File: src/inc/sgcn_defines.svh
/*
 Offsets, field positions, reset values and timing counts for the
 global control nine register bank.
 Assumes inclusion by bare name from the design modules and the bench.
*/
`ifndef SGCN_DEFINES_SVH
`define SGCN_DEFINES_SVH

// ============================================================
// Register map
`define SGCN_GCN_INDEX      8'h0b
`define SGCN_GCN_ADDR       12'h02c
`define SGCN_STATUS_ADDR    12'h030

// ============================================================
// Field positions
`define SGCN_REFCLK_EDGE_BIT 6
`define SGCN_POWER_SAVE_BIT  3
`define SGCN_LED_MODE_BIT    1
`define SGCN_READ_EDGE_BIT   0

// ============================================================
// Reset values and masks
`define SGCN_GCN_RESET      8'h00
`define SGCN_GCN_WMASK      8'h4b

// ============================================================
// LED codes, mode 0 (bits 2,1,0)
`define SGCN_LED_100_FULL   3'h0
`define SGCN_LED_100_HALF   3'h2
`define SGCN_LED_10         3'h1

// ============================================================
// Timing
`define SGCN_STRAP_HOLD_CYCLES 2'h2

`endif

File: src/inc/sgcn_pkg.sv
/*
 Types for the global control nine register bank.
 Assumes sgcn_defines.svh on the include path.
*/
`default_nettype none
package sgcn_pkg;
   typedef struct packed {
      logic refclk_falling;
      logic power_save;
      logic led_mode;
      logic read_rising;
   } sgcn_ctrl_type;

   typedef struct packed {
      logic link_up;
      logic speed_100;
      logic full_duplex;
   } sgcn_link_type;

   typedef enum logic [1:0] {
      SGCN_IDLE,
      SGCN_SETUP,
      SGCN_ACCESS
   } sgcn_apb_state_type;
endpackage
`default_nettype wire

File: src/sgcn_strap_capture.sv
/*
 Catches the LED mode strap once after reset release.
 Assumes the strap pin is synchronous to pclk and stable after reset.
*/
`timescale 1ns/10ps
`default_nettype none
`include "sgcn_defines.svh"
module sgcn_strap_capture (
   input  wire logic pclk,
   input  wire logic presetn,
   input  wire logic strap_level,
   output logic      strap_valid,
   output logic      strap_value
);
   logic [1:0] count_reg;
   logic [1:0] count_next;
   logic       value_reg;
   logic       value_next;

   // ============================================================
   // Capture after release; never from the async reset branch
   always_comb begin
      count_next = count_reg;
      value_next = value_reg;
      if (count_reg != `SGCN_STRAP_HOLD_CYCLES) begin
         count_next = count_reg + 2'h1;
         value_next = strap_level;
      end
   end

   always_ff @(posedge pclk or negedge presetn) begin
      if (!presetn) begin
         count_reg <= 2'h0;
         value_reg <= 1'b0;
      end else begin
         count_reg <= count_next;
         value_reg <= value_next;
      end
   end

   assign strap_valid = (count_reg == `SGCN_STRAP_HOLD_CYCLES);
   assign strap_value = value_reg;
endmodule
`default_nettype wire

File: src/sgcn_led_encoder.sv
/*
 Per-port LED encoder for LED mode 0 and mode 1.
 Assumes link status is synchronous to pclk.
*/
`timescale 1ns/10ps
`default_nettype none
`include "sgcn_defines.svh"
module sgcn_led_encoder #(
   parameter int PORTS = 5
) (
   input  wire logic                  pclk,
   input  wire logic                  presetn,
   input  wire logic                  led_mode,
   input  wire sgcn_pkg::sgcn_link_type link_status [PORTS],
   input  wire logic [PORTS-1:0]      activity,
   output logic      [3*PORTS-1:0]    per_port_led_outputs
);
   import sgcn_pkg::*;

   logic [3*PORTS-1:0] led_reg;
   logic [3*PORTS-1:0] led_next;

   // ============================================================
   // Encoding; LEDs are active low, so 0 lights
   always_comb begin
      led_next = '1;
      for (int p = 0; p < PORTS; p++) begin
         if (link_status[p].link_up) begin
            if (!led_mode) begin
               if (!link_status[p].speed_100)
                  led_next[3*p +: 3] = `SGCN_LED_10;
               else if (link_status[p].full_duplex)
                  led_next[3*p +: 3] = `SGCN_LED_100_FULL;
               else
                  led_next[3*p +: 3] = `SGCN_LED_100_HALF;
            end else begin
               // Mode 1 encoding is kept simple: link/act, speed, duplex
               led_next[3*p +: 3] = {activity[p], !link_status[p].speed_100,
                                     !link_status[p].full_duplex};
            end
         end
      end
   end

   always_ff @(posedge pclk or negedge presetn) begin
      if (!presetn)
         led_reg <= '1;
      else
         led_reg <= led_next;
   end

   assign per_port_led_outputs = led_reg;
endmodule
`default_nettype wire

File: src/sgcn_global_control.sv
/*
 Global control nine register with APB slave, strap capture and LED
 encoding. Assumes an APB3 master on pclk and link status from the MACs.
*/
`timescale 1ns/10ps
`default_nettype none
`include "sgcn_defines.svh"
module sgcn_global_control #(
   parameter int   PORTS           = 5,
   parameter logic REDUCED_PORT    = 1'b1
) (
   input  wire logic                 pclk,
   input  wire logic                 presetn,
   input  wire logic                 psel,
   input  wire logic                 penable,
   input  wire logic                 pwrite,
   input  wire logic [11:0]          paddr,
   input  wire logic [31:0]          pwdata,
   input  wire logic [3:0]           pstrb,
   output logic                      pready,
   output logic      [31:0]          prdata,
   output logic                      pslverr,
   input  wire logic                 led_mode_strap_pin,
   input  wire sgcn_pkg::sgcn_link_type link_status [PORTS],
   input  wire logic [PORTS-1:0]     activity,
   output logic      [3*PORTS-1:0]   per_port_led_outputs,
   output sgcn_pkg::sgcn_ctrl_type   control,
   output logic                      mac_sample_on_rise,
   output logic                      mgmt_read_on_rise,
   output logic                      phy_power_save
);
   import sgcn_pkg::*;

   // ============================================================
   // Register state
   logic [7:0]  gcn_reg;
   logic [7:0]  gcn_next;
   logic        strap_done_reg;
   logic        strap_done_next;
   logic [31:0] rdata_reg;
   logic [31:0] rdata_next;
   logic        strap_valid;
   logic        strap_value;
   logic        access;
   logic        hit_gcn;
   logic        hit_status;
   logic [7:0]  wmask;

   sgcn_strap_capture u_strap (
      .pclk        (pclk),
      .presetn     (presetn),
      .strap_level (led_mode_strap_pin),
      .strap_valid (strap_valid),
      .strap_value (strap_value)
   );

   assign access     = psel && penable;
   assign hit_gcn    = (paddr == `SGCN_GCN_ADDR);
   assign hit_status = (paddr == `SGCN_STATUS_ADDR);

   // Full-port variant freezes the edge bit; bit 7 never writable
   assign wmask = REDUCED_PORT ? `SGCN_GCN_WMASK
                               : (`SGCN_GCN_WMASK & ~(8'h01 << `SGCN_REFCLK_EDGE_BIT));

   // ============================================================
   // Next-state logic
   always_comb begin
      gcn_next        = gcn_reg;
      strap_done_next = strap_done_reg;
      rdata_next      = 32'h0000_0000;
      // Strap load happens once; a software write in that cycle wins
      if (strap_valid && !strap_done_reg) begin
         gcn_next[`SGCN_LED_MODE_BIT] = strap_value;
         strap_done_next              = 1'b1;
      end
      if (access && pwrite && hit_gcn && pstrb[0]) begin
         gcn_next = (gcn_reg & ~wmask) | (pwdata[7:0] & wmask);
      end
      if (access && !pwrite) begin
         if (hit_gcn)
            rdata_next = {24'h00_0000, gcn_reg & wmask};
         else if (hit_status)
            rdata_next = {30'h0000_0000, strap_done_reg, strap_value};
      end
   end

   always_ff @(posedge pclk or negedge presetn) begin
      if (!presetn) begin
         gcn_reg        <= `SGCN_GCN_RESET;
         strap_done_reg <= 1'b0;
         rdata_reg      <= 32'h0000_0000;
      end else begin
         gcn_reg        <= gcn_next;
         strap_done_reg <= strap_done_next;
         rdata_reg      <= rdata_next;
      end
   end

   // Zero-wait slave; read data is the live register value
   assign pready  = 1'b1;
   assign prdata  = access ? (hit_gcn ? {24'h00_0000, gcn_reg & wmask}
                                      : (hit_status ? {30'h0000_0000, strap_done_reg,
                                                       strap_value} : 32'h0000_0000))
                           : rdata_reg;
   assign pslverr = access && !hit_gcn && !hit_status;

   // ============================================================
   // Control outputs
   assign control.refclk_falling = gcn_reg[`SGCN_REFCLK_EDGE_BIT] && REDUCED_PORT;
   assign control.power_save     = gcn_reg[`SGCN_POWER_SAVE_BIT];
   assign control.led_mode       = gcn_reg[`SGCN_LED_MODE_BIT];
   assign control.read_rising    = gcn_reg[`SGCN_READ_EDGE_BIT];
   assign mac_sample_on_rise     = !control.refclk_falling;
   assign mgmt_read_on_rise      = control.read_rising;
   assign phy_power_save         = control.power_save;

   sgcn_led_encoder #(
      .PORTS (PORTS)
   ) u_led (
      .pclk                 (pclk),
      .presetn              (presetn),
      .led_mode             (control.led_mode),
      .link_status          (link_status),
      .activity             (activity),
      .per_port_led_outputs (per_port_led_outputs)
   );
endmodule
`default_nettype wire

File: config.mk
export PLATFORM = sky130hd
export DESIGN_NAME = sgcn_global_control
export DESIGN_NICKNAME = d
export VERILOG_FILES = /design/src/inc/sgcn_pkg.sv /design/src/sgcn_strap_capture.sv /design/src/sgcn_led_encoder.sv /design/src/sgcn_global_control.sv
export VERILOG_INCLUDE_DIRS = /design/src /design/src/inc
export SDC_FILE = /design/constraint.sdc
export NUM_CORES = 1
export LEC_CHECK = 0
export BUFFER_PORTS_ARGS = -buffer_cell sky130_fd_sc_hd__buf_2
export CAP_MARGIN = 20
export CORE_UTILIZATION = 41
export DETAILED_ROUTE_END_ITERATION = 7
export GPL_ROUTABILITY_DRIVEN = 0
export GPL_TIMING_DRIVEN = 0
export PLACE_DENSITY_LB_ADDON = 0.05
export SYNTH_ARGS = -nofsm -noshare
export SYNTH_HDL_FRONTEND = slang
export SYNTH_HIERARCHICAL = 1
export SYNTH_SLANG_ARGS = --single-unit
File: constraint.sdc
create_clock -name pclk -period 3.3 [get_ports pclk]
set_input_delay 0 -clock pclk [delete_from_list [all_inputs] [get_ports pclk]]
set_output_delay 0 -clock pclk [all_outputs]
set_load 0.1 [all_outputs]
==> results of run 1 <==
[critical path: stages]
cell and delay, ps:
buf_2 100, or4_4 570, or4_4 560, o21ai_1 140
buf_2 440
[what timing repair did]
action	CTS	global route
resized for setup	0	0
hold buffers	32	0
endpoints found under the hold margin	36	0
[cell families (layout without fill, tap and decap cells)]
group	after synthesis	count (layout)	share of synthesized area, %
buffers and inverters	35	140	16.9
multiplexers	11	11	8.46
other	2	29	0.498
adder cells (fa/ha/maj)	2	2	1.66
AND/OR/NAND/NOR	55	55	22.3
flip-flops	27	27	46.1
AO/OA/AOI/OAI	8	8	3.49
XOR/XNOR	1	1	0.581
[report_power, final]
group	switching (uW)	total [uW]	internal [uW]
combinational	296	391	95.2
sequential	4.20	357	353
clock	94.5	181	86.3
total	395	929	534
[path summary, 6_finish.rpt]
| check | slack [ps] | end | cells after the start |
|---|---|---|---|
| max | 1490 | prdata[6] | 5 |
| min | 160 | rdata_reg[3]$_DFF_PN0_ | 4 |
| max reg2reg | 1610 | u_led/per_port_led_outputs[10]$_DFF_PN1_ | 4 |
| min reg2reg | 480 | u_strap/count_reg[0]$_DFFE_PN0P_ | 1 |
| max in group asynchronous | 2650 | strap_done_reg$_DFFE_PN0P_ | 2 |
| min in group asynchronous | 270 | u_strap/count_reg[1]$_DFFE_PN0P_ | 2 |
[stage by stage]
stage	instances	total power (uW)	cell area [um^2]	hold WS, ps	util (%)
after floorplan	168	667	1610	-296	-
after global placement	283	717	2010	35.2	58.5
after detailed placement	283	718	2010	35.2	58.5
after CTS	319	932	2380	155	69.1
after global routing	319	968	2380	174	69.1
final	319	929	2380	160	69.1
[final cells by class]
type	count	area (um^2)	share of cell area, %
Multi-Input combinational cell	106	659	27.7
Tap cell	46	57.6	2.42
Buffer	33	248	10.4
Inverter	2	7.51	0.316
Timing Repair Buffer	101	666	28.0
Sequential cell	27	694	29.2
Clock buffer	4	45.0	1.89
[routing by layer]
metal / global-route usage, % / vias up / part of all wire (%)
li1: - / 679 / -
met1: 19.8 / 599 / 40
met2: 36.0 / 67 / 52
met3: 4.20 / 2 / 7.9
met4: 6.10 / 0 / 0.49
met5: 0 / - / 0
[cell usage in the layout, fill, tap and decap left out, types with 2 or more instances in the layout]
cell and count:
inv_1 2, dfrtp_1 12, or4_4 3, clkbuf_1 2, o21ai_1 3, nand2b_1 5
buf_2 69, buf_4 31, a32oi_1 2, dfstp_2 15, or3b_1 5, conb_1 29
mux2_2 8, and2_1 2, clkbuf_8 3, dlygate4sd3_1 32, nor3_1 3, mux2_1 2
ha_1 2, nand3_1 5, nand2_1 20, or2_2 2
==> impl_metrics.env, run 1 <==
export IMPL_status="finished clean"
export IMPL_drt_iter0_drc=23
export IMPL_yosysMostFrequentCell="buf_4"
export IMPL_fp_row_count=21
export IMPL_critical_path_class="primary input to output port"
export IMPL_finalNetCount=350
export IMPL_synthTopCellsByCount="buf_4 (31), nand2_1 (20), dfstp_2 (15), dfrtp_1 (12), mux2_2 (8)"
export IMPL_largest_reg_flops=15
export IMPL_clock_sinks=27
export IMPL_vdd_drop_max_uv=225
export IMPL_cp_required_ps=3300
export IMPL_clk_path_buf_depth=2
export IMPL_drt_first_pass_iters=4
export IMPL_postCtsSetupRepairBufs=0
export IMPL_overflow=0
export IMPL_hp_start="paddr[6]"
export IMPL_seq_area_frac_synth_pct=46.1
export IMPL_cts_root_buf="clkbuf_8"
export IMPL_ys_seq_elements=27
export IMPL_synth_edf_count=0
export IMPL_antenna_left=0
export IMPL_antenna_found_initial=0
export IMPL_grt_usage_pct=18.7
export IMPL_grt_pass1_vias=1338
export IMPL_cp_start_kind="primary input"
export IMPL_fp_dieW_um=62.6
export IMPL_netlist_cell_type_count=35
export IMPL_initial_core_util_pct=43.8
export IMPL_fin_skew_ps=3.29
export IMPL_clock_latency_ps=260
export IMPL_crit_start="paddr[9]"
export IMPL_end_kind="output port"
export IMPL_drv_slew=0
export IMPL_worst_pin_slew_ps=578
export IMPL_synthArstFlopShare_pct=100
export IMPL_antenna_cells=0
export IMPL_setup_viol_count_final=0
export IMPL_hold_viol=0
export IMPL_slew_headroom_pct=61.5
export IMPL_synth_ff_type="dfstp_2"
export IMPL_ys_warn_count=6
export IMPL_syn_to_final_growth_pct=57.7
export IMPL_cts_tree="built"
export IMPL_yosysTopAreaCell="dfstp_2"
export IMPL_worst_slack_ps=1490
export IMPL_io_pins=130
export IMPL_grt_max_degree=28
export IMPL_io_buffer_count=69
export IMPL_rsz0062_at_grt="false"
export IMPL_final_layout_size_suffix_gt1_share_pct=49.5
export IMPL_die_h_um=62.6
export IMPL_synth_area_top_cells="dfstp_2 (26%), dfrtp_1 (20%), buf_4 (15%)"
export IMPL_synthDominantCellAreaShare_pct=26.1
export IMPL_syn_inst=141
export IMPL_fmax_mhz=551
export IMPL_wl_um=3510
export IMPL_grt_pass1_wl_um=5800
export IMPL_worst_ep_arrival_time_ps=1810
export IMPL_drc=0
export IMPL_max_cap_violations=0
export IMPL_synthesis_area_um2=1510
export IMPL_vias_per_cell=4.22
export IMPL_die_area_um2=3920
export IMPL_clk_pin_slew_ps=90
export IMPL_vias=1347
export IMPL_fillCellCount=302
export IMPL_numCtsBuffers=3
export IMPL_synth_avg_cell_area_um2=10.7
export IMPL_critPathMaxFanout=5
export IMPL_routedWlPerCell_um=11.0
export IMPL_powerDensity_nw_per_um2=391
export IMPL_p_leak_uw=0.00121
export IMPL_cts_htree_levels=1
export IMPL_finalCritPeriodShare_pct=55.0
export IMPL_setup_tns_ps=0
export IMPL_dp_slack_ps=1480
export IMPL_min_path_type="primary input to flop"
export IMPL_rr_startpoint="gcn_reg[1]$_DFFE_PN0P_"
export IMPL_core_area_um2=3440
export IMPL_dp_hpwl_um=2230
export IMPL_post_route_min_period_ps=1810
No activity file was read; power rests on OpenSTA's default activity.
==> run 2: changes to the inputs <==
CORE_UTILIZATION = 34   (was 41)
clock period = 1.6 ns   (was 3.3 ns; I/O delays follow)
==> run 2 against run 1 <==
Against the previous run: clock skew barely moved; final area grew 4.8%; clock-buffer cell count stayed put; final cell count up 2.5%; non-clock buffer count up 4; wire length up 2.9%; worst setup slack lost 1500 ps; register-to-register slack worse by 1600 ps; critical path depth is the same; sequential share of layout area is 1.1 points lower; combinational power rose by 110%; critical path type unchanged; critical endpoint unchanged.
==> impl_metrics.env, run 2 (synthesized netlist as in run 1, its figures left out) <==
export IMPL_status="finished clean"
export IMPL_powerDensity_nw_per_um2=775
export IMPL_min_path_type="primary input to flop"
export IMPL_path_delay_family="simple AND/OR/NAND/NOR gates"
export IMPL_antenna_left=0
export IMPL_critical_path_class="primary input to output port"
export IMPL_crit_path_frequent_cell="or4_4"
export IMPL_final_layout_size_suffix_gt1_share_pct=54.2
export IMPL_max_stage_delay_ps=570
export IMPL_slew_headroom_pct=61.8
export IMPL_antenna_cells=0
export IMPL_wl_um=3610
export IMPL_clock_sinks=27
export IMPL_vias=1339
export IMPL_io_pins=130
export IMPL_end_kind="output port"
export IMPL_die_area_um2=4700
export IMPL_worst_slack_ps=14.4
export IMPL_fin_skew_ps=3.12
export IMPL_path_cells="buf_6 > or4_4 > or4_4 > o21ai_4 > buf_12"
export IMPL_overflow=0
export IMPL_antenna_found_initial=0
export IMPL_dp_slack_ps=-224
export IMPL_drt_first_pass_iters=4
export IMPL_fp_dieW_um=68.6
export IMPL_p_leak_uw=0.00126
export IMPL_routedWlPerCell_um=11.0
export IMPL_critPathSlowestCell="or4_4"
export IMPL_fmax_mhz=631
export IMPL_grt_usage_pct=15.0
export IMPL_worst_ep_arrival_time_ps=1590
export IMPL_grt_pass1_vias=1144
export IMPL_hold_viol=0
export IMPL_max_cap_violations=0
export IMPL_grt_max_degree=28
export IMPL_fp_row_count=23
export IMPL_grt_pass1_wl_um=5010
export IMPL_vdd_drop_max_uv=341
export IMPL_initial_core_util_pct=36.6
export IMPL_largest_reg_flops=15
export IMPL_final_common_cell="buf_2"
export IMPL_critPathMaxFanout=5
export IMPL_clock_latency_ps=270
export IMPL_cp_num_buf_inv=2
export IMPL_layout_common_cells="buf_2 (66), buf_4 (35), dlygate4sd3_1 (30)"
export IMPL_worst_pin_slew_ps=573
export IMPL_finalCritPeriodShare_pct=99.1
export IMPL_drc=0
export IMPL_clk_path_buf_depth=2
export IMPL_drv_slew=0
export IMPL_cts_tree="built"
export IMPL_final_util_pct=60.6
export IMPL_cp_start_kind="primary input"
export IMPL_cts_root_buf="clkbuf_8"
export IMPL_post_route_min_period_ps=1590
export IMPL_cts_htree_levels=1
export IMPL_die_h_um=68.6
export IMPL_drt_iter0_drc=41
export IMPL_setup_viol_count_final=0
export IMPL_cp_required_ps=1600
export IMPL_core_area_um2=4120
export IMPL_numCtsBuffers=3
export IMPL_syn_to_final_growth_pct=65.3
export IMPL_vias_per_cell=4.09
export IMPL_io_buffer_count=69
export IMPL_finalNetCount=354
export IMPL_clk_pin_slew_ps=90
export IMPL_dp_hpwl_um=2400
run 2: repair_timing:
item | 4_1_cts | 5_1_grt
endpoints found under the setup margin | 3 | 6
setup buffers | 0 | 4
pin swaps | 0 | 3
hold buffers | 31 | 0
hold endpoints to repair | 36 | 0
gates resized for setup | 8 | 3
cloned | 0 | 1
run 2: power breakdown:
part	leakage [uW]	total [uW]	internal (uW)	switching (uW)
Sequential	0.000306	737	728	8.74
Clock	0.0000228	383	178	204
Combinational	0.000932	811	200	611
run 2: worst paths after layout:
kind                                             startpoint                                       to  slack [ps]  cells past startpoint
max                                                paddr[6]                                prdata[6]          10                      5
min                                                paddr[6]                   rdata_reg[1]$_DFF_PN0_         190                      4
max reg2reg                          gcn_reg[1]$_DFFE_PN0P_  u_led/per_port_led_outputs[0]$_DFF_PN1_          50                      4
min reg2reg                u_strap/count_reg[0]$_DFFE_PN0P_         u_strap/count_reg[0]$_DFFE_PN0P_         480                      1
max in group asynchronous                           presetn                   gcn_reg[6]$_DFFE_PN0P_         910                      2
min in group asynchronous                           presetn                   gcn_reg[0]$_DFFE_PN0P_         250                      2
run 2: layout make-up:
type	instances	area, um^2
Sequential cell	27	701
Multi-Input combinational cell	106	698
Timing Repair Buffer	105	727
Inverter	2	11.3
Fill cell	359	1620
Buffer	33	248
Tap cell	50	62.6
Clock buffer	4	45.0
run 2: worst register-to-register path: stages, from the launching register on:
cell	delay [ps]
dfrtp_2	410
buf_6	130
mux2_2	330
dlygate4sd3_1	550
nand2_1	70
run 2: stage by stage:
stage | cell area [um^2] | total power (uW) | hold slack, ps | setup TNS, ps | instances
floorplan | 1650 | 1380 | -296 | -553 | 168
global placement | 2060 | 1480 | 31.7 | -691 | 287
CTS | 2440 | 1930 | 178 | -21.2 | 322
global route | 2490 | 2010 | 193 | -13.1 | 327
finish | 2490 | 1930 | 187 | 0 | 327
detailed placement | 2060 | 1480 | 36.9 | -695 | 287
run 2: layer usage:
| layer | track usage [%] | vias to the layer above | wire [um] |
|---|---|---|---|
| met5 | 0 | - | 0 |
| li1 | - | 687 | - |
| met1 | 16.4 | 580 | 1450 |
| met3 | 4.28 | 2 | 349 |
| met2 | 27.0 | 70 | 1770 |
| met4 | 6.25 | 0 | 35 |
